==> config.mk <==
export PLATFORM = sky130hd
export DESIGN_NAME = twc_ctrl
export DESIGN_NICKNAME = d
export VERILOG_FILES = /design/src/twc_pkg.sv /design/src/twc_ctrl.sv
export SDC_FILE = /design/constraint.sdc
export NUM_CORES = 1
export LEC_CHECK = 0
export BUFFER_PORTS_ARGS = -buffer_cell sky130_fd_sc_hd__buf_2
export CAP_MARGIN = 20
export CORE_MARGIN = 2
export CORE_UTILIZATION = 30
export CTS_CLUSTER_SIZE = 10
export DETAILED_ROUTE_END_ITERATION = 10
export PLACE_DENSITY = 0.52
export SYNTH_ARGS = -nofsm -noshare
export SYNTH_HDL_FRONTEND = slang
export SYNTH_SLANG_ARGS = --single-unit
==> constraint.sdc <==
create_clock -name clock -period 14 [get_ports clock]
set_clock_uncertainty 0.2 [all_clocks]
set_input_delay 1.4 -clock clock [delete_from_list [all_inputs] [get_ports clock]]
set_output_delay 1.4 -clock clock [all_outputs]
set_load 0.01 [all_outputs]
==> src/twc_pkg.sv <==
// Register map, field layouts, reset values and rate table of the two-wire controller.
// Assumes a single bus clock and an Avalon-MM register port with 32-bit data.
package twc_pkg;

  localparam logic [4:0] BUS_CONTROL_PRIMARY_OFS = 5'h00;
  localparam logic [4:0] RATE_OFS = 5'h04;
  localparam logic [4:0] DATA_OFS = 5'h08;
  localparam logic [4:0] STATUS_OFS = 5'h0C;
  localparam logic [4:0] IRQ_STS_OFS = 5'h10;
  localparam logic [4:0] IRQ_CLR_OFS = 5'h14;
  localparam logic [4:0] IRQ_EN_OFS = 5'h18;

  localparam int IRQ_BYTE = 0;
  localparam int IRQ_ADDR = 1;
  localparam int IRQ_ARB = 2;
  localparam int NUM_EVT = 3;

  typedef struct packed {
    logic module_enable_bit;
    logic irq_enable_bit;
    logic master_select_bit;
    logic tx_dir_bit;
    logic ack_suppress_bit;
    logic repeat_start_bit;
    logic [1:0] spare;
  } twc_ctrl_t;

  typedef struct packed {
    logic [1:0] rate_multiplier_field;
    logic [5:0] clock_rate_field;
  } twc_rate_t;

  typedef struct packed {
    logic xfer_done;
    logic addressed;
    logic busy;
    logic arb_lost;
    logic spare;
    logic slave_rw_flag;
    logic irq_pending_flag;
    logic rx_nack;
  } twc_status_t;

  typedef struct packed {
    logic [11:0] scl_div;
    logic [9:0] sda_hold;
    logic [10:0] start_hold;
    logic [10:0] stop_hold;
  } twc_hold_t;

  localparam twc_ctrl_t CTRL_RST = 8'h00;
  localparam twc_rate_t RATE_RST = 8'h00;
  localparam logic [NUM_EVT-1:0] IRQ_EN_RST = 3'h0;
  // Cycles before a released SCL can be seen high through the synchroniser
  localparam logic [14:0] STRETCH_CHK = 15'h0003;

  localparam twc_hold_t TWC_RATE_TBL [64] = '{
    '{12'h014, 10'h007, 11'h006, 11'h00B}, '{12'h016, 10'h007, 11'h007, 11'h00C},
    '{12'h018, 10'h008, 11'h008, 11'h00D}, '{12'h01A, 10'h008, 11'h009, 11'h00E},
    '{12'h01C, 10'h009, 11'h00A, 11'h00F}, '{12'h01E, 10'h009, 11'h00B, 11'h010},
    '{12'h022, 10'h00A, 11'h00D, 11'h012}, '{12'h028, 10'h00A, 11'h010, 11'h015},
    '{12'h01C, 10'h007, 11'h00A, 11'h00F}, '{12'h020, 10'h007, 11'h00C, 11'h011},
    '{12'h024, 10'h009, 11'h00E, 11'h013}, '{12'h028, 10'h009, 11'h010, 11'h015},
    '{12'h02C, 10'h00B, 11'h012, 11'h017}, '{12'h030, 10'h00B, 11'h014, 11'h019},
    '{12'h038, 10'h00D, 11'h018, 11'h01D}, '{12'h044, 10'h00D, 11'h01E, 11'h023},
    '{12'h030, 10'h009, 11'h012, 11'h019}, '{12'h038, 10'h009, 11'h016, 11'h01D},
    '{12'h040, 10'h00D, 11'h01A, 11'h021}, '{12'h048, 10'h00D, 11'h01E, 11'h025},
    '{12'h050, 10'h011, 11'h022, 11'h029}, '{12'h058, 10'h011, 11'h026, 11'h02D},
    '{12'h068, 10'h015, 11'h02E, 11'h035}, '{12'h080, 10'h015, 11'h03A, 11'h041},
    '{12'h050, 10'h009, 11'h026, 11'h029}, '{12'h060, 10'h009, 11'h02E, 11'h031},
    '{12'h070, 10'h011, 11'h036, 11'h039}, '{12'h080, 10'h011, 11'h03E, 11'h041},
    '{12'h090, 10'h019, 11'h046, 11'h049}, '{12'h0A0, 10'h019, 11'h04E, 11'h051},
    '{12'h0C0, 10'h021, 11'h05E, 11'h061}, '{12'h0F0, 10'h021, 11'h076, 11'h079},
    '{12'h0A0, 10'h011, 11'h04E, 11'h051}, '{12'h0C0, 10'h011, 11'h05E, 11'h061},
    '{12'h0E0, 10'h021, 11'h06E, 11'h071}, '{12'h100, 10'h021, 11'h07E, 11'h081},
    '{12'h120, 10'h031, 11'h08E, 11'h091}, '{12'h140, 10'h031, 11'h09E, 11'h0A1},
    '{12'h180, 10'h041, 11'h0BE, 11'h0C1}, '{12'h1E0, 10'h041, 11'h0EE, 11'h0F1},
    '{12'h140, 10'h021, 11'h09E, 11'h0A1}, '{12'h180, 10'h021, 11'h0BE, 11'h0C1},
    '{12'h1C0, 10'h041, 11'h0DE, 11'h0E1}, '{12'h200, 10'h041, 11'h0FE, 11'h101},
    '{12'h240, 10'h061, 11'h11E, 11'h121}, '{12'h280, 10'h061, 11'h13E, 11'h141},
    '{12'h300, 10'h081, 11'h17E, 11'h181}, '{12'h3C0, 10'h081, 11'h1DE, 11'h1E1},
    '{12'h280, 10'h041, 11'h13E, 11'h141}, '{12'h300, 10'h041, 11'h17E, 11'h181},
    '{12'h380, 10'h081, 11'h1BE, 11'h1C1}, '{12'h400, 10'h081, 11'h1FE, 11'h201},
    '{12'h480, 10'h0C1, 11'h23E, 11'h241}, '{12'h500, 10'h0C1, 11'h27E, 11'h281},
    '{12'h600, 10'h101, 11'h2FE, 11'h301}, '{12'h780, 10'h101, 11'h3BE, 11'h3C1},
    '{12'h500, 10'h081, 11'h27E, 11'h281}, '{12'h600, 10'h081, 11'h2FE, 11'h301},
    '{12'h700, 10'h101, 11'h37E, 11'h381}, '{12'h800, 10'h101, 11'h3FE, 11'h401},
    '{12'h900, 10'h181, 11'h47E, 11'h481}, '{12'hA00, 10'h181, 11'h4FE, 11'h501},
    '{12'hC00, 10'h201, 11'h5FE, 11'h601}, '{12'hF00, 10'h201, 11'h77E, 11'h781}
  };

endpackage : twc_pkg

==> src/twc_ctrl.sv <==
// Two-wire bus controller: control register, rate table timing, master byte engine.
// Assumes one 100 MHz clock, Avalon-MM register access, open-drain pads outside,
// and address-match logic on the same clock feeding addr_hit and addr_rw.
// Overview of operation
// - Enable bit 7 gates the whole module; here it stops the engine and irq only, event flags still latch
// - Interrupt enable bit 6 gates requests
// - Master select rising generates a start
// - Master select falling generates a stop
// - Direction bit 4: receive or transmit
// - Bit 3 sets receiver acknowledge value
// - Repeat start only while current master
// - Repeat start bit always reads zero
// - Misplaced repeat start means arbitration lost
// - Bit rate: clock over multiplier times divider
// - SDA change delayed multiplier times hold count
// - Start and stop holds scaled by multiplier
// - Byte done, address match, arbitration loss flag
//
// The register offsets and the Avalon-MM interface to the registers are this design's own decisions.
`timescale 1ns/100ps
`default_nettype none
module twc_ctrl
  import twc_pkg::*;
(
  input wire logic clock,
  input wire logic rst,
  input wire logic [4:0] avs_address,
  input wire logic avs_read,
  input wire logic avs_write,
  input wire logic [3:0] avs_byteenable,
  input wire logic [31:0] avs_writedata,
  output logic [31:0] avs_readdata,
  output logic avs_waitrequest,
  input wire logic scl_in,
  output logic scl_out,
  output logic scl_oe,
  input wire logic sda_in,
  output logic sda_out,
  output logic sda_oe,
  input wire logic addr_hit,
  input wire logic addr_rw,
  output logic irq
);

  typedef enum logic [3:0] {
    ST_IDLE, ST_START, ST_HOLD, ST_LOW, ST_HIGH,
    ST_RS_REL, ST_RS_HI, ST_STOP_LOW, ST_STOP_HI
  } twc_state_t;

  twc_ctrl_t ctrl_ff;
  twc_ctrl_t wr_ctrl;
  twc_rate_t rate_ff;
  twc_hold_t hold_cfg;
  twc_status_t status_w;
  twc_state_t state_ff;
  logic ack_ff;
  logic wr_en;
  logic rd_en;
  logic [31:0] rd_mux;
  logic [31:0] readdata_ff;
  logic [NUM_EVT-1:0] irq_en_ff;
  logic [NUM_EVT-1:0] irq_sts_ff;
  logic [NUM_EVT-1:0] irq_clr;
  logic [NUM_EVT-1:0] evt;
  logic en;
  logic [2:0] mul;
  logic [14:0] half_cnt;
  logic [14:0] sda_cnt;
  logic [14:0] start_cnt;
  logic [14:0] stop_cnt;
  logic [14:0] cnt_ff;
  logic [3:0] bit_idx_ff;
  logic dir_ff;
  logic [7:0] tx_byte_ff;
  logic [7:0] rx_shift_ff;
  logic rxak_ff;
  logic scl_oe_ff;
  logic sda_oe_ff;
  logic byte_done_ff;
  logic arb_lost_ff;
  logic rs_pend_ff;
  logic go_pend_ff;
  logic rs_wr;
  logic rs_ok;
  logic rs_bad;
  logic data_wr;
  logic data_rd;
  logic drive_low;
  logic stretch;
  logic lost_bit;
  logic scl_m_ff;
  logic scl_s_ff;
  logic sda_m_ff;
  logic sda_s_ff;
  logic sda_d_ff;
  logic busy_ff;
  logic tcf_ff;
  logic iaas_ff;
  logic srw_ff;

  // One wait state on every access; effects land when waitrequest is low
  assign avs_waitrequest = (avs_read | avs_write) & ~ack_ff;
  assign wr_en = avs_write & ~avs_waitrequest & avs_byteenable[0];
  assign rd_en = avs_read & ~avs_waitrequest;
  assign avs_readdata = readdata_ff;
  assign wr_ctrl = avs_writedata[7:0];
  assign en = ctrl_ff.module_enable_bit;

  always_ff @(posedge clock) begin
    if (rst) begin
      ack_ff <= 1'b0;
      readdata_ff <= 32'h0000_0000;
    end else begin
      ack_ff <= (avs_read | avs_write) & ~ack_ff;
      if (avs_read && !ack_ff) begin
        readdata_ff <= rd_mux;
      end
    end
  end

  assign status_w = '{xfer_done: tcf_ff, addressed: iaas_ff, busy: busy_ff,
                      arb_lost: irq_sts_ff[IRQ_ARB], spare: 1'b0, slave_rw_flag: srw_ff,
                      irq_pending_flag: |irq_sts_ff, rx_nack: rxak_ff};

  always_comb begin
    rd_mux = 32'h0000_0000;
    case (avs_address)
      BUS_CONTROL_PRIMARY_OFS: rd_mux = {24'h00_0000, ctrl_ff};
      RATE_OFS: rd_mux = {24'h00_0000, rate_ff};
      DATA_OFS: rd_mux = {24'h00_0000, rx_shift_ff};
      STATUS_OFS: rd_mux = {24'h00_0000, status_w};
      IRQ_STS_OFS: rd_mux = {29'h0000_0000, irq_sts_ff};
      IRQ_EN_OFS: rd_mux = {29'h0000_0000, irq_en_ff};
      default: rd_mux = 32'h0000_0000;
    endcase
  end

  // Software registers; hardware drops master select on arbitration loss
  always_ff @(posedge clock) begin
    if (rst) begin
      ctrl_ff <= CTRL_RST;
      rate_ff <= RATE_RST;
      irq_en_ff <= IRQ_EN_RST;
    end else begin
      if (wr_en && avs_address == BUS_CONTROL_PRIMARY_OFS) begin
        ctrl_ff <= wr_ctrl;
        ctrl_ff.repeat_start_bit <= 1'b0;
        ctrl_ff.spare <= 2'h0;
      end
      if (arb_lost_ff) begin
        ctrl_ff.master_select_bit <= 1'b0;
      end
      if (wr_en && avs_address == RATE_OFS) begin
        rate_ff <= avs_writedata[7:0];
      end
      if (wr_en && avs_address == IRQ_EN_OFS) begin
        irq_en_ff <= avs_writedata[NUM_EVT-1:0];
      end
    end
  end

  // Table lookup covers all 64 codes
  assign hold_cfg = TWC_RATE_TBL[rate_ff.clock_rate_field];
  // Reserved multiplier code behaves as x1
  assign mul = (rate_ff.rate_multiplier_field == 2'h1) ? 3'h2 :
               (rate_ff.rate_multiplier_field == 2'h2) ? 3'h4 : 3'h1;
  assign half_cnt = ({3'h0, hold_cfg.scl_div} * {12'h000, mul}) >> 1;
  assign sda_cnt = {5'h00, hold_cfg.sda_hold} * {12'h000, mul};
  assign start_cnt = {4'h0, hold_cfg.start_hold} * {12'h000, mul};
  assign stop_cnt = {4'h0, hold_cfg.stop_hold} * {12'h000, mul};

  assign rs_wr = wr_en && avs_address == BUS_CONTROL_PRIMARY_OFS && wr_ctrl.repeat_start_bit;
  assign rs_ok = en && ctrl_ff.master_select_bit && state_ff == ST_HOLD;
  assign rs_bad = rs_wr && !rs_ok;
  assign data_wr = wr_en && avs_address == DATA_OFS;
  assign data_rd = rd_en && avs_address == DATA_OFS;

  // Requests wait for the engine to park with SCL low
  always_ff @(posedge clock) begin
    if (rst || !en) begin
      rs_pend_ff <= 1'b0;
      go_pend_ff <= 1'b0;
      tx_byte_ff <= 8'h00;
    end else begin
      if (rs_wr && rs_ok) begin
        rs_pend_ff <= 1'b1;
      end else if (state_ff == ST_RS_REL || !ctrl_ff.master_select_bit) begin
        // Dropping master must not leave a repeat start armed for the next session
        rs_pend_ff <= 1'b0;
      end
      if (data_wr) begin
        tx_byte_ff <= avs_writedata[7:0];
      end
      if (ctrl_ff.master_select_bit &&
          ((data_wr && ctrl_ff.tx_dir_bit) || (data_rd && !ctrl_ff.tx_dir_bit))) begin
        go_pend_ff <= 1'b1;
      end else if (state_ff == ST_LOW || !ctrl_ff.master_select_bit) begin
        go_pend_ff <= 1'b0;
      end
    end
  end

  // Pad synchronisers and bus busy tracking from start/stop patterns
  always_ff @(posedge clock) begin
    if (rst) begin
      scl_m_ff <= 1'b1;
      scl_s_ff <= 1'b1;
      sda_m_ff <= 1'b1;
      sda_s_ff <= 1'b1;
      sda_d_ff <= 1'b1;
      busy_ff <= 1'b0;
    end else begin
      scl_m_ff <= scl_in;
      scl_s_ff <= scl_m_ff;
      sda_m_ff <= sda_in;
      sda_s_ff <= sda_m_ff;
      sda_d_ff <= sda_s_ff;
      if (scl_s_ff && sda_d_ff && !sda_s_ff) begin
        busy_ff <= 1'b1;
      end else if (scl_s_ff && !sda_d_ff && sda_s_ff) begin
        busy_ff <= 1'b0;
      end
    end
  end

  // Ninth bit is the acknowledge slot
  assign drive_low = (bit_idx_ff == 4'h8) ? (!dir_ff && !ctrl_ff.ack_suppress_bit) :
                     (dir_ff && !tx_byte_ff[~bit_idx_ff[2:0]]);
  assign stretch = cnt_ff >= STRETCH_CHK && !scl_s_ff;
  assign lost_bit = dir_ff && bit_idx_ff != 4'h8 && !sda_oe_ff && !sda_s_ff;

  always_ff @(posedge clock) begin
    if (rst || !en) begin
      state_ff <= ST_IDLE;
      cnt_ff <= 15'h0000;
      scl_oe_ff <= 1'b0;
      sda_oe_ff <= 1'b0;
      bit_idx_ff <= 4'h0;
      dir_ff <= 1'b0;
      rx_shift_ff <= 8'h00;
      rxak_ff <= 1'b1;
      byte_done_ff <= 1'b0;
      arb_lost_ff <= 1'b0;
    end else begin
      cnt_ff <= cnt_ff + 15'h0001;
      byte_done_ff <= 1'b0;
      arb_lost_ff <= 1'b0;
      case (state_ff)
        ST_IDLE: begin
          cnt_ff <= 15'h0000;
          if (ctrl_ff.master_select_bit && !arb_lost_ff) begin
            if (busy_ff) begin
              arb_lost_ff <= 1'b1;
            end else begin
              state_ff <= ST_START;
              sda_oe_ff <= 1'b1;
            end
          end
        end
        ST_START: begin
          if (cnt_ff == start_cnt - 15'h0001) begin
            scl_oe_ff <= 1'b1;
            state_ff <= ST_HOLD;
            cnt_ff <= 15'h0000;
          end
        end
        ST_HOLD: begin
          cnt_ff <= 15'h0000;
          if (!ctrl_ff.master_select_bit) begin
            state_ff <= ST_STOP_LOW;
          end else if (rs_pend_ff) begin
            state_ff <= ST_RS_REL;
          end else if (go_pend_ff) begin
            state_ff <= ST_LOW;
            bit_idx_ff <= 4'h0;
            dir_ff <= ctrl_ff.tx_dir_bit;
          end
        end
        ST_LOW: begin
          if (cnt_ff == sda_cnt - 15'h0001) begin
            sda_oe_ff <= drive_low;
          end
          if (cnt_ff == half_cnt - 15'h0001) begin
            scl_oe_ff <= 1'b0;
            state_ff <= ST_HIGH;
            cnt_ff <= 15'h0000;
          end
        end
        ST_HIGH: begin
          if (stretch) begin
            cnt_ff <= cnt_ff;
          end else if (cnt_ff == half_cnt - 15'h0001) begin
            cnt_ff <= 15'h0000;
            scl_oe_ff <= 1'b1;
            if (lost_bit) begin
              arb_lost_ff <= 1'b1;
              scl_oe_ff <= 1'b0;
              sda_oe_ff <= 1'b0;
              state_ff <= ST_IDLE;
            end else if (bit_idx_ff == 4'h8) begin
              byte_done_ff <= 1'b1;
              state_ff <= ST_HOLD;
              if (dir_ff) begin
                rxak_ff <= sda_s_ff;
              end
            end else begin
              bit_idx_ff <= bit_idx_ff + 4'h1;
              state_ff <= ST_LOW;
              if (!dir_ff) begin
                rx_shift_ff <= {rx_shift_ff[6:0], sda_s_ff};
              end
            end
          end
        end
        ST_RS_REL: begin
          if (cnt_ff == sda_cnt - 15'h0001) begin
            sda_oe_ff <= 1'b0;
          end
          if (cnt_ff == half_cnt - 15'h0001) begin
            scl_oe_ff <= 1'b0;
            state_ff <= ST_RS_HI;
            cnt_ff <= 15'h0000;
          end
        end
        ST_RS_HI: begin
          if (stretch) begin
            cnt_ff <= cnt_ff;
          end else if (cnt_ff == half_cnt - 15'h0001) begin
            sda_oe_ff <= 1'b1;
            state_ff <= ST_START;
            cnt_ff <= 15'h0000;
          end
        end
        ST_STOP_LOW: begin
          if (cnt_ff == sda_cnt - 15'h0001) begin
            sda_oe_ff <= 1'b1;
          end
          if (cnt_ff == half_cnt - 15'h0001) begin
            scl_oe_ff <= 1'b0;
            state_ff <= ST_STOP_HI;
            cnt_ff <= 15'h0000;
          end
        end
        ST_STOP_HI: begin
          if (stretch) begin
            cnt_ff <= cnt_ff;
          end else if (cnt_ff == stop_cnt - 15'h0001) begin
            sda_oe_ff <= 1'b0;
            state_ff <= ST_IDLE;
          end
        end
        default: begin
          state_ff <= ST_IDLE;
        end
      endcase
    end
  end

  assign scl_out = 1'b0;
  assign sda_out = 1'b0;
  assign scl_oe = scl_oe_ff;
  assign sda_oe = sda_oe_ff;

  // Sticky events: a new event beats a clear in the same cycle
  assign evt = {arb_lost_ff | rs_bad, addr_hit, byte_done_ff};
  assign irq_clr = (wr_en && avs_address == IRQ_CLR_OFS) ? avs_writedata[NUM_EVT-1:0] : 3'h0;

  always_ff @(posedge clock) begin
    if (rst) begin
      irq_sts_ff <= 3'h0;
      tcf_ff <= 1'b0;
      iaas_ff <= 1'b0;
      srw_ff <= 1'b0;
    end else begin
      irq_sts_ff <= (irq_sts_ff & ~irq_clr) | evt;
      if (byte_done_ff) begin
        tcf_ff <= 1'b1;
      end else if (data_wr || data_rd) begin
        tcf_ff <= 1'b0;
      end
      if (addr_hit) begin
        iaas_ff <= 1'b1;
        srw_ff <= addr_rw;
      end else if (wr_en && avs_address == BUS_CONTROL_PRIMARY_OFS) begin
        iaas_ff <= 1'b0;
      end
    end
  end

  assign irq = en && ctrl_ff.irq_enable_bit && |(irq_sts_ff & irq_en_ff);
endmodule : twc_ctrl
`default_nettype wire

==> reports/metrics.yaml <==
synth_seq_cells: 84
clkPwrFrac_pct: 47.4
register_area_um2: 1682
fin_crit_sh_pct: 53.95
rsz0062_at_grt: "no"
cts_buffers: 9
grt_overflow: 0
status: "finished clean"
drv_slew: 0
worst_ir_drop_vdd_mv: 0.05963
syn_area_per_cell_um2: 7.280
clock_path_buffers: 2
nets: 1693
tightest_slew_ps: 1072
end_kind: "register"
hold_buffers: 0
wl_per_cell_um: 16.09
cts.sinks: 84
initial_utilization_pct: 30.32
htree_levels: 3
fill_cells: 3974
die-area_um2: 38460
yosysWarnings: 0
p_seq_share_pct: 46.4
syn_area_um2: 11070
first_pass_iters: 5
cp_max_fo: 9
hold_path_class: "register to register"
wl_um: 31750
grt_pass1_wl_um: 52320
finalHoldViolations: 0
fp.dieW_um: 196.1
synthFlopType: "dfxtp_1"
netSwitchingPower_uw: 129.8
crit_type: "register to register"
multiInputGateArea_um2: 8497
cts_setup_buffers: 0
grt_pass1_vias: 10010
synth_common_cells: "193 x nand2_1, 127 x inv_1, 116 x nor2_1"
area_growth_pct: 7.119
cts_tree: "done"
ys_seq_area_share_pct: 15.19
clock_latency_ps: 340
crit_arrival_ps: 7590
regToRegSetupSlack_ps: 6450
setup_violations: 0
antenna_found_initial: 0
min_from: "sda_m_ff"
min_period_ps: 7553
yosysMostFrequentCell: "nand2_1"
min_to: "sda_s_ff"
p_int_uw: 392.7
comb_power_share_pct: 6.2
vias: 10400
die_y_um: 196.1
cp-start-kind: "register"
viasPerCell: 5.273
holdPathStages: 1
fmax_mhz: 132.4
synth.distinct_cells: 88
portBuffers: 33
timing.rr.start: "rate_ff[0]"
synth_top_area_share_pct: 15.19
syn_inst: 1521
grt.total_usage_pct: 16.60
core_area_um2: 36520
async_flop_share_pct: 0
timing.rr.end: "state_ff[2]"
worstPathRequired_ps: 14040
postRouteAntennaNets: 0
post-synth-top-area-cell: "dfxtp_1"
place_congestion: 0.8289
r2r_cells: 20
tns_ps: 0
switching_share_pct: 24.84
synth_edf_count: 0
cts_root_buf: "clkbuf_16"
grt_max_degree: 45
clkTransAtPathRegs_ps: 70
drv_cap: 0
layoutNonFillerInstCount: 1973
drc: 0
drt_iter0_drc: 557
synthTopCellsByArea: "dfxtp_1 15%, ha_1 12%, fa_1 7.1%"
dp_hpwl_um: 24570
antennaDiodeCount: 0
cts_resized: 0
maxSlewHeadroom_pct: 28.38
powerDensity_nw_per_um2: 44.05
drive_above_1_share_pct: 7.176
ios: 87
p_leak_nw: 4.816
dp.cells: 1957
rows: 70
[placed cells by master, fill, tap and decap left out, drive strengths merged, types with 5 or more instances in the layout]
master,synthesis,layout
a211oi,20,20
a21o,8,8
a21oi,112,112
a22oi,13,13
a31oi,16,16
and2,40,40
and3,16,16
and4,6,6
buf,35,52
clkbuf,74,9
conb,1,26
dfxtp,84,84
fa,39,39
ha,105,105
inv,128,131
mux2i,23,23
nand2,194,194
nand2b,19,19
nand3,62,62
nand4,18,18
nor2,116,116
nor2b,15,15
nor3,42,42
nor3b,5,5
nor4,18,18
o2111ai,6,6
o211ai,12,12
o21a,11,11
o21ai,68,68
o21bai,5,5
o22ai,7,7
o31a,5,5
o31ai,10,10
or2,16,16
or3,14,14
xnor2,46,46
xor2,40,40
[cell families after synthesis]
logic type / count (synthesis) / share of synthesized area (%)
simple gates: 598 / 26.73
compound gates: 340 / 20.00
buf+inv: 238 / 9.017
fa+ha+maj: 144 / 18.92
xor+xnor: 88 / 7.209
flops: 84 / 15.19
mux: 28 / 2.904
other cells: 1 / 0.03387
[through the flow]
step	setup slack (ps)	instance area [um^2]	power, mW	util, %	hold slack, ps
2_1_floorplan	7721	11170	0.2746	-	189.5
4_1_cts	6367	11860	0.5278	32.48	212.2
3_5_place_dp	6394	11560	0.2799	31.64	195.2
5_1_grt	5878	11860	0.5437	32.48	245.3
3_3_place_gp	6462	11560	0.2794	31.64	195.7
6_report	6447	11860	0.5225	32.48	211.6
[worst max-delay path, cell delays in order, from the launching register on]
cell and delay, ps:
dfxtp_1 660, inv_1 220, ha_1 480, mux2i_4 300, nand2_1 140, a21boi_0 400, nand2_1 110, ha_1 300
inv_1 50, fa_1 480, ha_1 360, nor2b_1 140, o21ai_0 290, a21oi_1 190, o41ai_1 800, mux2i_1 320
o211a_1 160, nor4bb_1 820, nor2_1 170, or4b_1 580, o32ai_1 280
[registers in the layout (all words and copies together) (netlist names), 3 cells and up]
signal,flops
cnt_ff,15
avs_readdata,8
rate_ff,8
rx_shift_ff,8
tx_byte_ff,8
bit_idx_ff,4
ctrl_ff,4
state_ff,4
irq_en_ff,3
irq_sts_ff,3
[power groups by stage]
stage,combinational (mW),clock (mW),sequential (mW)
floorplan,0.0273,0,0.247
finish,0.0323,0.248,0.242
global route,0.0360,0.265,0.242
global placement,0.0317,0,0.248
detailed placement,0.0321,0,0.248
CTS,0.0323,0.253,0.242
[worst max path at each step]
stage	endpoint	cells past startpoint	startpoint	slack [ps]
4_1_cts	state_ff[2]	20	rate_ff[0]	6370
2_1_floorplan	state_ff[1]	24	rate_ff[1]	7720
3_3_place_gp	state_ff[2]	20	rate_ff[0]	6460
5_1_grt	state_ff[1]	20	rate_ff[0]	5880
3_5_place_dp	state_ff[1]	20	rate_ff[0]	6390
6_report	state_ff[2]	20	rate_ff[0]	6450
[routing by layer]
metal	global-route usage [%]	routed length, um
met1	22.60	15220
met2	28.51	14810
met3	1.478	1044
met4	3.591	681
met5	0	0
[final cells by class]
| class | instances | share of cell area, % |
|---|---|---|
| multi-input combinational | 1224 | 71.63 |
| sequential | 84 | 14.18 |
| tap | 468 | 4.937 |
| inverter | 129 | 4.082 |
| timing repair buffer | 52 | 2.595 |
| clock buffer | 9 | 1.899 |
| clock inverter | 7 | 0.6751 |
(Power assumes the default switching activity.)
